<file path="config.mk">
export PLATFORM = sky130hd
export DESIGN_NAME = debug_command_gating
export DESIGN_NICKNAME = d
export VERILOG_FILES = /design/src/hdl/debug_gating_pkg.sv /design/src/hdl/char_if.sv /design/src/hdl/debug_command_gating.sv /design/src/hdl/serial_char_engine.sv
export SDC_FILE = /design/constraint.sdc
export NUM_CORES = 1
export LEC_CHECK = 0
export BUFFER_PORTS_ARGS = -buffer_cell sky130_fd_sc_hd__buf_2
export CAP_MARGIN = 15
export CORE_MARGIN = 3
export CORE_UTILIZATION = 55
export CTS_CLUSTER_SIZE = 28
export DETAILED_ROUTE_END_ITERATION = 10
export PLACE_DENSITY = 0.77
export SLEW_MARGIN = 20
export SYNTH_ARGS = -nofsm -noshare
export SYNTH_HDL_FRONTEND = slang
export SYNTH_SLANG_ARGS = --single-unit
</file>
<file path="constraint.sdc">
create_clock -name mclk_i -period 2.4 [get_ports mclk_i]
set_input_delay 0.12 -clock mclk_i [delete_from_list [all_inputs] [get_ports mclk_i]]
set_output_delay 0.12 -clock mclk_i [all_outputs]
set_load 0.02 [all_outputs]
</file>
<file path="src/hdl/debug_gating_pkg.sv">
// Constants and types shared by the debug command gating block
package debug_gating_pkg;

  // Command codes
  localparam logic [7:0] CMD_READ_REV     = 8'h00;
  localparam logic [7:0] CMD_READ_STATUS  = 8'h02;
  localparam logic [7:0] CMD_READ_RUNTIME = 8'h03;
  localparam logic [7:0] CMD_WRITE_CTL    = 8'h04;
  localparam logic [7:0] CMD_READ_CTL     = 8'h05;
  localparam logic [7:0] CMD_WRITE_PC     = 8'h06;
  localparam logic [7:0] CMD_READ_PC      = 8'h07;
  localparam logic [7:0] CMD_WRITE_REG    = 8'h08;
  localparam logic [7:0] CMD_READ_REG     = 8'h09;
  localparam logic [7:0] CMD_WRITE_PMEM   = 8'h0a;
  localparam logic [7:0] CMD_READ_PMEM    = 8'h0b;
  localparam logic [7:0] CMD_WRITE_DMEM   = 8'h0c;
  localparam logic [7:0] CMD_READ_DMEM    = 8'h0d;
  localparam logic [7:0] CMD_READ_CRC     = 8'h0e;
  localparam logic [7:0] CMD_RSVD_LOW     = 8'h01;
  localparam logic [7:0] CMD_RSVD_MID     = 8'h0f;
  localparam logic [7:0] CMD_STEP         = 8'h10;
  localparam logic [7:0] CMD_STUFF        = 8'h11;
  localparam logic [7:0] CMD_EXEC         = 8'h12;

  // Debug control register and the reply byte sent for blocked reads
  localparam int         MODE_BIT     = 7;
  localparam logic [7:0] CTL_RESET    = 8'h00;
  localparam logic [7:0] BLOCKED_BYTE = 8'hff;

  // Unit revision, value is arbitrary
  localparam logic [15:0] UNIT_REVISION = 16'h0a5c;

  // Flash control register window and the one value allowed under protection
  localparam logic [15:0] FLASH_REG_FIRST = 16'h0ff8;
  localparam logic [15:0] FLASH_REG_LAST  = 16'h0fff;
  localparam logic [15:0] FLASH_CTRL_ADDR = 16'h0ff8;
  localparam logic [7:0]  MASS_ERASE_CMD  = 8'h63;

  // Header lengths and size-zero meanings
  localparam logic [2:0]  HDR_REG   = 3'h3;
  localparam logic [2:0]  HDR_MEM   = 3'h4;
  localparam logic [16:0] SIZE0_REG = 17'h00100;
  localparam logic [16:0] SIZE0_MEM = 17'h10000;

  // Serial character timing
  localparam int CLK_KHZ    = 20000;
  localparam int BAUD_KBPS  = 2500;
  localparam int BIT_CYCLES = CLK_KHZ / BAUD_KBPS;
  localparam int HALF_BIT   = BIT_CYCLES / 2;
  localparam int CNT_W      = $clog2(BIT_CYCLES) + 1;
  localparam logic [3:0] LAST_BIT = 4'h9;

  typedef enum logic [2:0] {ST_IDLE, ST_HDR, ST_RXDATA, ST_TXREQ, ST_CWAIT, ST_SEND} gate_state_e;

endpackage

</file>
<file path="src/hdl/char_if.sv">
// Byte channel between the serial character engine and the command gate
`timescale 1ns/1ps
`default_nettype none
interface char_if;
  logic       rx_valid;
  logic [7:0] rx_data;
  logic       tx_valid;
  logic [7:0] tx_data;
  logic       tx_busy;

  modport engine (output rx_valid, output rx_data, output tx_busy, input tx_valid, input tx_data);
  modport ctrl   (input rx_valid, input rx_data, input tx_busy, output tx_valid, output tx_data);
endinterface
`default_nettype wire

</file>
<file path="src/hdl/debug_command_gating.sv">
// Debug command parser and permission gate for the on-chip debug unit
`timescale 1ns/1ps
`default_nettype none
module debug_command_gating
  import debug_gating_pkg::*;
(
  input  wire logic        mclk_i,
  input  wire logic        nrst_i,
  input  wire logic        debug_serial_pin_i,
  output var  logic        debug_serial_pin_o,
  output var  logic        debug_serial_pin_oe_o,
  input  wire logic        read_protect_option_i,
  input  wire logic [7:0]  status_i,
  input  wire logic [2:0]  exec_len_i,
  input  wire logic        core_rd_valid_i,
  input  wire logic [7:0]  core_rd_data_i,
  output var  logic        debug_mode_o,
  output var  logic [7:0]  debug_control_o,
  output var  logic [7:0]  core_cmd_o,
  output var  logic [15:0] core_addr_o,
  output var  logic [7:0]  core_byte_o,
  output var  logic        core_wr_o,
  output var  logic        core_rd_o,
  output var  logic        core_go_o
);

  typedef struct packed {
    gate_state_e st;
    logic [7:0]  cmd;
    logic        ok;
    logic        first;
    logic [2:0]  hdr_left;
    logic [31:0] hdr;
    logic [16:0] rem;
    logic [1:0]  idx;
    logic [15:0] addr;
    logic [15:0] caddr;
    logic [7:0]  ctl;
    logic [7:0]  txd;
    logic        txv;
    logic [7:0]  cbyte;
    logic        wr;
    logic        rd;
    logic        go;
  } gate_s;

  gate_s q;
  gate_s d;
  char_if ch ();

  logic cmd_strobe;
  logic cmd_ok;
  logic dbg;

  // Unused and out-of-table codes
  function automatic logic is_reserved(input logic [7:0] c);
    return (c == CMD_RSVD_LOW) || (c == CMD_RSVD_MID) || (c > CMD_EXEC);
  endfunction

  // Permission of a command for the current mode and protection
  function automatic logic cmd_allowed(input logic [7:0] c, input logic dm, input logic rp);
    case (c)
      CMD_READ_REV, CMD_READ_STATUS, CMD_WRITE_CTL, CMD_READ_CTL: return 1'b1;
      CMD_READ_RUNTIME, CMD_READ_CRC, CMD_WRITE_REG:              return dm;
      default:                                                    return dm & ~rp;
    endcase
  endfunction

  // Address and size header length
  function automatic logic [2:0] hdr_len(input logic [7:0] c);
    case (c)
      CMD_WRITE_REG, CMD_READ_REG: return HDR_REG;
      CMD_WRITE_PMEM, CMD_READ_PMEM, CMD_WRITE_DMEM, CMD_READ_DMEM: return HDR_MEM;
      default: return 3'h0;
    endcase
  endfunction

  // Fixed operand bytes
  function automatic logic [16:0] fixed_ops(input logic [7:0] c);
    case (c)
      CMD_WRITE_CTL, CMD_STUFF, CMD_EXEC: return 17'h1;
      CMD_WRITE_PC:                       return 17'h2;
      default:                            return 17'h0;
    endcase
  endfunction

  // Fixed reply bytes
  function automatic logic [16:0] reply_len(input logic [7:0] c);
    case (c)
      CMD_READ_REV, CMD_READ_RUNTIME, CMD_READ_PC, CMD_READ_CRC: return 17'h2;
      CMD_READ_STATUS, CMD_READ_CTL:                             return 17'h1;
      default:                                                   return 17'h0;
    endcase
  endfunction

  // Replies served inside this block
  function automatic logic is_internal(input logic [7:0] c);
    return (c == CMD_READ_REV) || (c == CMD_READ_STATUS) || (c == CMD_READ_CTL);
  endfunction

  // Flash register window and mass erase filter
  function automatic logic reg_write_ok(input logic [15:0] a, input logic [7:0] b);
    return (a >= FLASH_REG_FIRST) && (a <= FLASH_REG_LAST) && ((a != FLASH_CTRL_ADDR) || (b == MASS_ERASE_CMD));
  endfunction

  serial_char_engine u_engine (
    .mclk_i   (mclk_i),
    .nrst_i   (nrst_i),
    .pin_i    (debug_serial_pin_i),
    .pin_o    (debug_serial_pin_o),
    .pin_oe_o (debug_serial_pin_oe_o),
    .ch       (ch.engine)
  );

  assign dbg        = q.ctl[MODE_BIT];
  assign cmd_strobe = ch.rx_valid && (q.st == ST_IDLE);
  assign cmd_ok     = cmd_allowed(ch.rx_data, dbg, read_protect_option_i);

  // Channel and core outputs straight from the state register
  assign ch.tx_valid     = q.txv;
  assign ch.tx_data      = q.txd;
  assign debug_mode_o    = q.ctl[MODE_BIT];
  assign debug_control_o = q.ctl;
  assign core_cmd_o      = q.cmd;
  assign core_addr_o     = q.caddr;
  assign core_byte_o     = q.cbyte;
  assign core_wr_o       = q.wr;
  assign core_rd_o       = q.rd;
  assign core_go_o       = q.go;

  // Command sequencer
  always_comb begin
    logic [16:0] n;
    n     = 17'h0;
    d     = q;
    d.txv = 1'b0;
    d.wr  = 1'b0;
    d.rd  = 1'b0;
    d.go  = 1'b0;
    unique case (q.st)
      ST_IDLE: begin
        if (cmd_strobe && !is_reserved(ch.rx_data)) begin
          d.cmd   = ch.rx_data;
          d.ok    = cmd_ok;
          d.first = 1'b1;
          d.idx   = 2'h0;
          if (hdr_len(ch.rx_data) != 3'h0) begin
            d.st       = ST_HDR;
            d.hdr_left = hdr_len(ch.rx_data);
          end else if (fixed_ops(ch.rx_data) != 17'h0) begin
            d.st  = ST_RXDATA;
            d.rem = fixed_ops(ch.rx_data);
          end else if (reply_len(ch.rx_data) != 17'h0) begin
            d.st  = ST_TXREQ;
            d.rem = reply_len(ch.rx_data);
          end else begin
            d.go = cmd_ok;
          end
        end
      end
      ST_HDR: begin
        if (ch.rx_valid) begin
          d.hdr      = {q.hdr[23:0], ch.rx_data};
          d.hdr_left = q.hdr_left - 3'h1;
          if (q.hdr_left == 3'h1) begin
            if (hdr_len(q.cmd) == HDR_REG) begin
              d.addr = {4'h0, d.hdr[19:8]};
              d.rem  = (d.hdr[7:0] == 8'h00) ? SIZE0_REG : {9'h0, d.hdr[7:0]};
            end else begin
              d.addr = d.hdr[31:16];
              d.rem  = (d.hdr[15:0] == 16'h0) ? SIZE0_MEM : {1'b0, d.hdr[15:0]};
            end
            d.st = (q.cmd == CMD_WRITE_REG || q.cmd == CMD_WRITE_PMEM || q.cmd == CMD_WRITE_DMEM) ?
                   ST_RXDATA : ST_TXREQ;
          end
        end
      end
      ST_RXDATA: begin
        if (ch.rx_valid) begin
          d.first = 1'b0;
          if (q.cmd == CMD_WRITE_CTL) begin
            // mode bit written through the link
            d.ctl = ch.rx_data;
            if (read_protect_option_i) begin
              d.ctl[MODE_BIT] = ch.rx_data[MODE_BIT] | q.ctl[MODE_BIT];
            end
          end else begin
            d.cbyte = ch.rx_data;
            d.caddr = q.addr;
            d.addr  = q.addr + 16'h0001;
            d.wr = q.ok && ((q.cmd != CMD_WRITE_REG) || !read_protect_option_i || reg_write_ok(q.addr, ch.rx_data));
          end
          n = q.rem - 17'h1;
          if (q.cmd == CMD_EXEC && q.first) begin
            n = (exec_len_i == 3'h0) ? 17'h0 : 17'(exec_len_i) - 17'h1;
          end
          d.rem = n;
          if (n == 17'h0) begin
            d.st = ST_IDLE;
            d.go = q.ok && (q.cmd != CMD_WRITE_CTL);
          end
        end
      end
      ST_TXREQ: begin
        if (!q.ok) begin
          d.txd = BLOCKED_BYTE;
          d.st  = ST_SEND;
        end else if (is_internal(q.cmd)) begin
          d.st = ST_SEND;
          if (q.cmd == CMD_READ_REV) begin
            d.txd = (q.idx == 2'h0) ? UNIT_REVISION[15:8] : UNIT_REVISION[7:0];
          end else begin
            d.txd = (q.cmd == CMD_READ_STATUS) ? status_i : q.ctl;
          end
        end else begin
          d.rd = 1'b1;
          d.st = ST_CWAIT;
        end
      end
      ST_CWAIT: begin
        if (core_rd_valid_i) begin
          d.txd = core_rd_data_i;
          d.st  = ST_SEND;
        end
      end
      ST_SEND: begin
        if (!ch.tx_busy) begin
          d.txv = 1'b1;
          d.rem = q.rem - 17'h1;
          d.idx = q.idx + 2'h1;
          d.st  = (q.rem == 17'h1) ? ST_IDLE : ST_TXREQ;
          d.go  = (q.rem == 17'h1) && q.ok && !is_internal(q.cmd);
        end
      end
      default: d.st = ST_IDLE;
    endcase
  end

  // State register
  always_ff @(posedge mclk_i or negedge nrst_i) begin
    if (!nrst_i) begin
      q     <= '0;
      q.st  <= ST_IDLE;
      q.ctl <= CTL_RESET;
    end else begin
      q <= d;
    end
  end

  a_open_cmds: assert property (@(posedge mclk_i) disable iff (!nrst_i)
    (cmd_strobe && (ch.rx_data == CMD_READ_REV || ch.rx_data == CMD_READ_STATUS)) ##1 q.st == ST_TXREQ |-> q.ok)
    else $error("Revision or status read refused");
  a_ctl_cmds_open: assert property (@(posedge mclk_i) disable iff (!nrst_i)
    (cmd_strobe && (ch.rx_data == CMD_WRITE_CTL || ch.rx_data == CMD_READ_CTL)) |=> q.ok)
    else $error("Control register command refused");
  a_debug_enables: assert property (@(posedge mclk_i) disable iff (!nrst_i)
    (cmd_strobe && dbg && !read_protect_option_i && !is_reserved(ch.rx_data)) |=> q.ok)
    else $error("Command refused in debug mode");
  a_rp_pc_reg: assert property (@(posedge mclk_i) disable iff (!nrst_i)
    (cmd_strobe && read_protect_option_i &&
     (ch.rx_data == CMD_WRITE_PC || ch.rx_data == CMD_READ_PC || ch.rx_data == CMD_READ_REG)) |=> !q.ok)
    else $error("Protected PC or register command allowed");
  a_rp_memory: assert property (@(posedge mclk_i) disable iff (!nrst_i)
    (cmd_strobe && read_protect_option_i && ch.rx_data >= CMD_WRITE_PMEM && ch.rx_data <= CMD_READ_DMEM)
    |=> !q.ok ##1 !core_wr_o[*3])
    else $error("Protected memory command allowed");
  a_rp_instr: assert property (@(posedge mclk_i) disable iff (!nrst_i)
    (cmd_strobe && read_protect_option_i && ch.rx_data >= CMD_STEP && ch.rx_data <= CMD_EXEC) |=> !q.ok)
    else $error("Protected instruction command allowed");
  a_mode_sticky: assert property (@(posedge mclk_i) disable iff (!nrst_i)
    (read_protect_option_i && debug_mode_o) ##1 read_protect_option_i |-> debug_mode_o)
    else $error("Mode bit cleared under protection");
  a_flash_window: assert property (@(posedge mclk_i) disable iff (!nrst_i)
    (core_wr_o && core_cmd_o == CMD_WRITE_REG && $past(read_protect_option_i))
    |-> (core_addr_o >= FLASH_REG_FIRST && core_addr_o <= FLASH_REG_LAST))
    else $error("Non-flash register written under protection");
  a_mass_erase: assert property (@(posedge mclk_i) disable iff (!nrst_i)
    (core_wr_o && core_cmd_o == CMD_WRITE_REG && $past(read_protect_option_i) && core_addr_o == FLASH_CTRL_ADDR)
    |-> core_byte_o == MASS_ERASE_CMD)
    else $error("Flash control written with other than mass erase");
  a_reserved_nop: assert property (@(posedge mclk_i) disable iff (!nrst_i)
    (cmd_strobe && is_reserved(ch.rx_data)) |=> (q.st == ST_IDLE && !core_go_o && !q.txv))
    else $error("Reserved command acted");
  a_unprotected: assert property (@(posedge mclk_i) disable iff (!nrst_i)
    (cmd_strobe && dbg && (ch.rx_data == CMD_READ_RUNTIME || ch.rx_data == CMD_READ_CRC)) |-> cmd_ok)
    else $error("Runtime or checksum read blocked");
  a_mode_entry: assert property (@(posedge mclk_i) disable iff (!nrst_i)
    (q.st == ST_RXDATA && q.cmd == CMD_WRITE_CTL && ch.rx_valid && ch.rx_data[MODE_BIT]) |=> debug_mode_o)
    else $error("Mode bit write did not enter debug mode");
  a_blocked_ones: assert property (@(posedge mclk_i) disable iff (!nrst_i)
    (ch.tx_valid && !q.ok) |-> ch.tx_data == BLOCKED_BYTE)
    else $error("Blocked read returned data");

endmodule
`default_nettype wire

</file>
<file path="src/hdl/serial_char_engine.sv">
// Half-duplex serial character receiver and open-drain transmitter
`timescale 1ns/1ps
`default_nettype none
module serial_char_engine
  import debug_gating_pkg::*;
(
  input  wire logic   mclk_i,
  input  wire logic   nrst_i,
  input  wire logic   pin_i,
  output var  logic   pin_o,
  output var  logic   pin_oe_o,
  char_if.engine      ch
);

  typedef struct packed {
    logic             rx_busy;
    logic [3:0]       rx_bit;
    logic [CNT_W-1:0] rx_cnt;
    logic [7:0]       rx_sh;
    logic             rx_valid;
    logic [7:0]       rx_data;
    logic             tx_busy;
    logic [3:0]       tx_bit;
    logic [CNT_W-1:0] tx_cnt;
    logic [9:0]       tx_sh;
    logic             oe;
    logic             prev;
  } ser_s;

  ser_s q;
  ser_s d;

  // Busy covers the request cycle so the gate never issues twice
  assign ch.tx_busy  = q.tx_busy | ch.tx_valid;
  assign ch.rx_valid = q.rx_valid;
  assign ch.rx_data  = q.rx_data;
  assign pin_oe_o    = q.oe;
  assign pin_o       = 1'b0;

  // Next-state logic for both directions
  always_comb begin
    d          = q;
    d.rx_valid = 1'b0;
    d.prev     = pin_i;
    // start, eight data LSB first, stop
    if (!q.rx_busy) begin
      if (q.prev && !pin_i && !q.tx_busy) begin
        d.rx_busy = 1'b1;
        d.rx_bit  = 4'h0;
        d.rx_cnt  = CNT_W'(HALF_BIT - 1);
      end
    end else if (q.rx_cnt == '0) begin
      d.rx_cnt = CNT_W'(BIT_CYCLES - 1);
      d.rx_bit = q.rx_bit + 4'h1;
      if (q.rx_bit == 4'h0) begin
        d.rx_busy = ~pin_i;                  // Glitch, not a start bit
      end else if (q.rx_bit == LAST_BIT) begin
        d.rx_busy  = 1'b0;
        d.rx_valid = pin_i;                  // Framing error drops the byte
        d.rx_data  = q.rx_sh;
      end else begin
        d.rx_sh = {pin_i, q.rx_sh[7:1]};
      end
    end else begin
      d.rx_cnt = q.rx_cnt - CNT_W'(1);
    end
    if (!q.tx_busy) begin
      if (ch.tx_valid) begin
        d.tx_busy = 1'b1;
        d.tx_sh   = {1'b1, ch.tx_data, 1'b0};
        d.tx_bit  = 4'h0;
        d.tx_cnt  = CNT_W'(BIT_CYCLES - 1);
        d.oe      = 1'b1;
      end
    end else if (q.tx_cnt == '0) begin
      d.tx_cnt = CNT_W'(BIT_CYCLES - 1);
      if (q.tx_bit == LAST_BIT) begin
        d.tx_busy = 1'b0;
        d.oe      = 1'b0;
      end else begin
        d.tx_bit = q.tx_bit + 4'h1;
        d.tx_sh  = {1'b1, q.tx_sh[9:1]};
        d.oe     = ~q.tx_sh[1];
      end
    end else begin
      d.tx_cnt = q.tx_cnt - CNT_W'(1);
    end
  end

  // State register
  always_ff @(posedge mclk_i or negedge nrst_i) begin
    if (!nrst_i) begin
      q      <= '0;
      q.prev <= 1'b1;
    end else begin
      q <= d;
    end
  end

  a_stop_released: assert property (@(posedge mclk_i) disable iff (!nrst_i)
    (q.tx_busy && q.tx_bit == LAST_BIT) |-> !q.oe)
    else $error("Stop bit driven low");

endmodule
`default_nettype wire

</file>
==> results.cfg <==
[outcome]
status = complete, no violations

[detailed_routing]
vias = 7991
viasPerCell = 6.063
ant_nets = 0
drt_iter0_drc = 915
first_pass_iters = 6
drc = 0
wl_per_cell_um = 18.23
wl_mm = 24.03

[run]
maxCapViolations = 0

[synthesis]
synth_top_area_share_pct = 44.57
synth_edf_count = 0
ys_ff_latch = 165
avgSynthCellArea_um2 = 9.080
synth_area_mm2 = 0.009208
synth_area_leaders = dfrtp_1, nand2_1, o21ai_0
ys_types = 78
ys.flop_type = dfrtp_1
async_flop_share_pct = 100.0
yosysTopAreaCell = dfrtp_1
ys_warn_count = 0
ys_seq_area_share_pct = 44.86
synth_fp_nets = 1052
synth_cells = 1014

[power]
seqPwrFrac_pct = 37.5
p_int_mw = 6.277
p_switching_mw = 3.316
ir_worst_vdd_mv = 0.9352
leakage_nw = 5.090
p_per_area_mw_per_mm2 = 900.0
p_comb_share_pct = 33.6
total_power_mw = 9.593
switching_share_pct = 34.57
p_clk_share_pct = 28.9

[clock_tree]
cts_root_buf = clkbuf_16
cts_tree = built
clk_pin_slew_ns = 0.06
clock_latency_ns = 0.43
htree_levels = 4
clk_path_buf_depth = 2
cts_buffers = 17
clkSinkCount = 165

[grt]
overflow = 0
antenna_found_initial = 0
grt_max_degree = 79
grtUsageTotal_pct = 26.83
grt_pass1_vias = 7358
grt_first_pass_wirelength_mm = 39.00

[die]
die_h_um = 135.4
die_w_um = 135.4
dieArea_mm2 = 0.01833
rows = 46
core_area_mm2 = 0.01612
ios = 70
start_util_pct = 57.14

[placed_design]
placed_cells = 1280
hpwl_mm = 16.92
place_ws_ns = 0.04501
gp_congestion = 0.9597
port_buffers = 68

[timing]
slew_viol_final = 0
period_needed_ns = 2.352
tightest_slew_ns = 0.7255
final.setup.worst_slack_ns = 0.04769
layout_worst_path_cycle_share_pct = 98.01
hold_ws_ns = 0.01342
fin_skew_ns = 0.01036
fmax_mhz = 425.1
setup_viol_count_final = 0
rsz0062_at_grt = true
final-hold-violation-count = 0
max-slew-margin-rel_pct = 51.12

[hold_path]
whs_endpoint = ch.tx_data[6]$_DFFE_PN0P_
worstHoldStart = core_rd_data_i[6]
worstHoldPathType = input port to flop
min_path_cells = 3

[worst_setup_path]
r2r_setup_slack_ns = 0.05
end_kind = flop
arrival_ns = 2.66
cp_max_fo = 8
r2r_end = q[125]$_DFFE_PN0P_
reg2reg_depth = 6
setup.worst_path.start_class = flop
timing.rr.start = q[65]$_DFFE_PN0P_
crit_type = flop to flop
required_ns = 2.71

[final_layout]
final_nets = 1127
syn2layout_area_growth_pct = 15.76
layout-drive-gt1-share_pct = 23.68
final.fill_count = 1272
layout_commonest_cell = nand2_1
final_cell_mix = nand2_1, dfrtp_1, o21ai_0, buf_4, buf_2
fin_util_pct = 66.14
diodes = 0
layout.cells.non_filler = 1318
-- through the flow --
step	instance area [um^2]	TNS [ns]
2_1_floorplan	9208	0
4_1_cts	10580	0
5_1_grt	10660	-0.1062
6_report	10660	0
3_3_place_gp	9948	0
3_5_place_dp	9948	0
-- state kept, by name (all words and copies together), names as in the netlist, 8 cells and up --
| register | flops |
|---|---|
| core_cmd_o | 8 |
| debug_control_o | 8 |
| core_addr_o | 16 |
| core_byte_o | 8 |
| q | 67 |
| u_engine.q | 36 |
| ch.tx_data | 8 |
| u_engine.ch.rx_data | 8 |
-- timing repair --
item,4_1_cts,5_1_grt
endpoints found under the setup margin,0,18
buffers inserted,0,1
hold buffers,4,0
endpoints found under the hold margin,125,0
resized for setup,0,14
-- final cells by class --
cell class              count  area [um^2]  area share (%)
well taps                 216        270.3           2.536
multi-input cells         713         4459           41.84
inverters                  32        120.1           1.127
repair buffers            160         1085           10.18
clock buffers              21        440.4           4.132
clock inverters            11        152.6           1.432
flip-flops and latches    165         4131           38.76
-- per-layer routing --
layer / vias up / wire [um] / track usage, %
li1: 3706 / - / -
met4: 0 / 223 / 5.823
met3: 22 / 1720 / 5.312
met1: 3908 / 11060 / 39.46
met2: 355 / 11020 / 41.57
met5: - / 0 / 0
-- critical path: stages (launching register included) --
cell and delay, ns:
dfrtp_1 0.47, or4_1 0.64, nor4_2 0.37, a31oi_1 0.20, a2111oi_1 0.33, buf_4 0.18, a21oi_2 0.05
-- kinds of logic (layout without fill, tap and decap cells) --
logic type	Yosys count	after routing	share of synthesized area (%)
multiplexers	60	60	7.066
adder cells (fa/ha/maj)	14	14	1.902
AO/OA/AOI/OAI	253	253	17.57
XOR/XNOR	10	10	0.9512
buffers and inverters	136	224	7.528
flip-flops	165	165	44.86
other	1	1	0.04073
AND/OR/NAND/NOR	375	375	20.08
-- power groups by stage --
stage	Clock, mW	Combinational (mW)	Sequential (mW)
after global routing	2.94	3.57	3.66
after floorplan	0	2.08	3.53
final	2.78	3.22	3.59
after global placement	0	2.96	3.61
after CTS	2.82	3.06	3.58
after detailed placement	0	3.04	3.62
-- synthesized netlist by cell type (6+ instances only) --
library cell    n
o21ai_1         8
ha_1           14
o21ai_0       101
nor2_1         54
a31oi_1        10
a21oi_1        42
o32a_1          8
nor3_1         19
a22oi_1         8
or4_1           6
nand2b_1        7
nand2_1       177
xor2_1          6
dfrtp_1       164
nor2b_1        16
nand4_1         6
mux2_2         40
and3_1          8
o22ai_1        11
buf_4          41
nor3b_1        11
nor4_1          9
inv_1          32
o211ai_1        8
nand3_1        21
mux2i_1        20
clkbuf_1       53
-- worst max-delay path by stage --
stage,from,end,slack (ns),cells past startpoint
4_1_cts,q[63]$_DFFE_PN0P_,q[125]$_DFFE_PN0P_,0.01,8
3_5_place_dp,q[63]$_DFFE_PN0P_,q[125]$_DFFE_PN0P_,0.05,8
3_3_place_gp,q[66]$_DFFE_PN0P_,q[125]$_DFFE_PN0P_,0.02,6
2_1_floorplan,q[66]$_DFFE_PN0P_,q[125]$_DFFE_PN0P_,0.06,8
6_report,q[65]$_DFFE_PN0P_,q[125]$_DFFE_PN0P_,0.05,6
5_1_grt,q[62]$_DFFE_PN0P_,core_go_o$_DFF_PN0_,-0.06,8
Power figures use the tool's default switching activity.
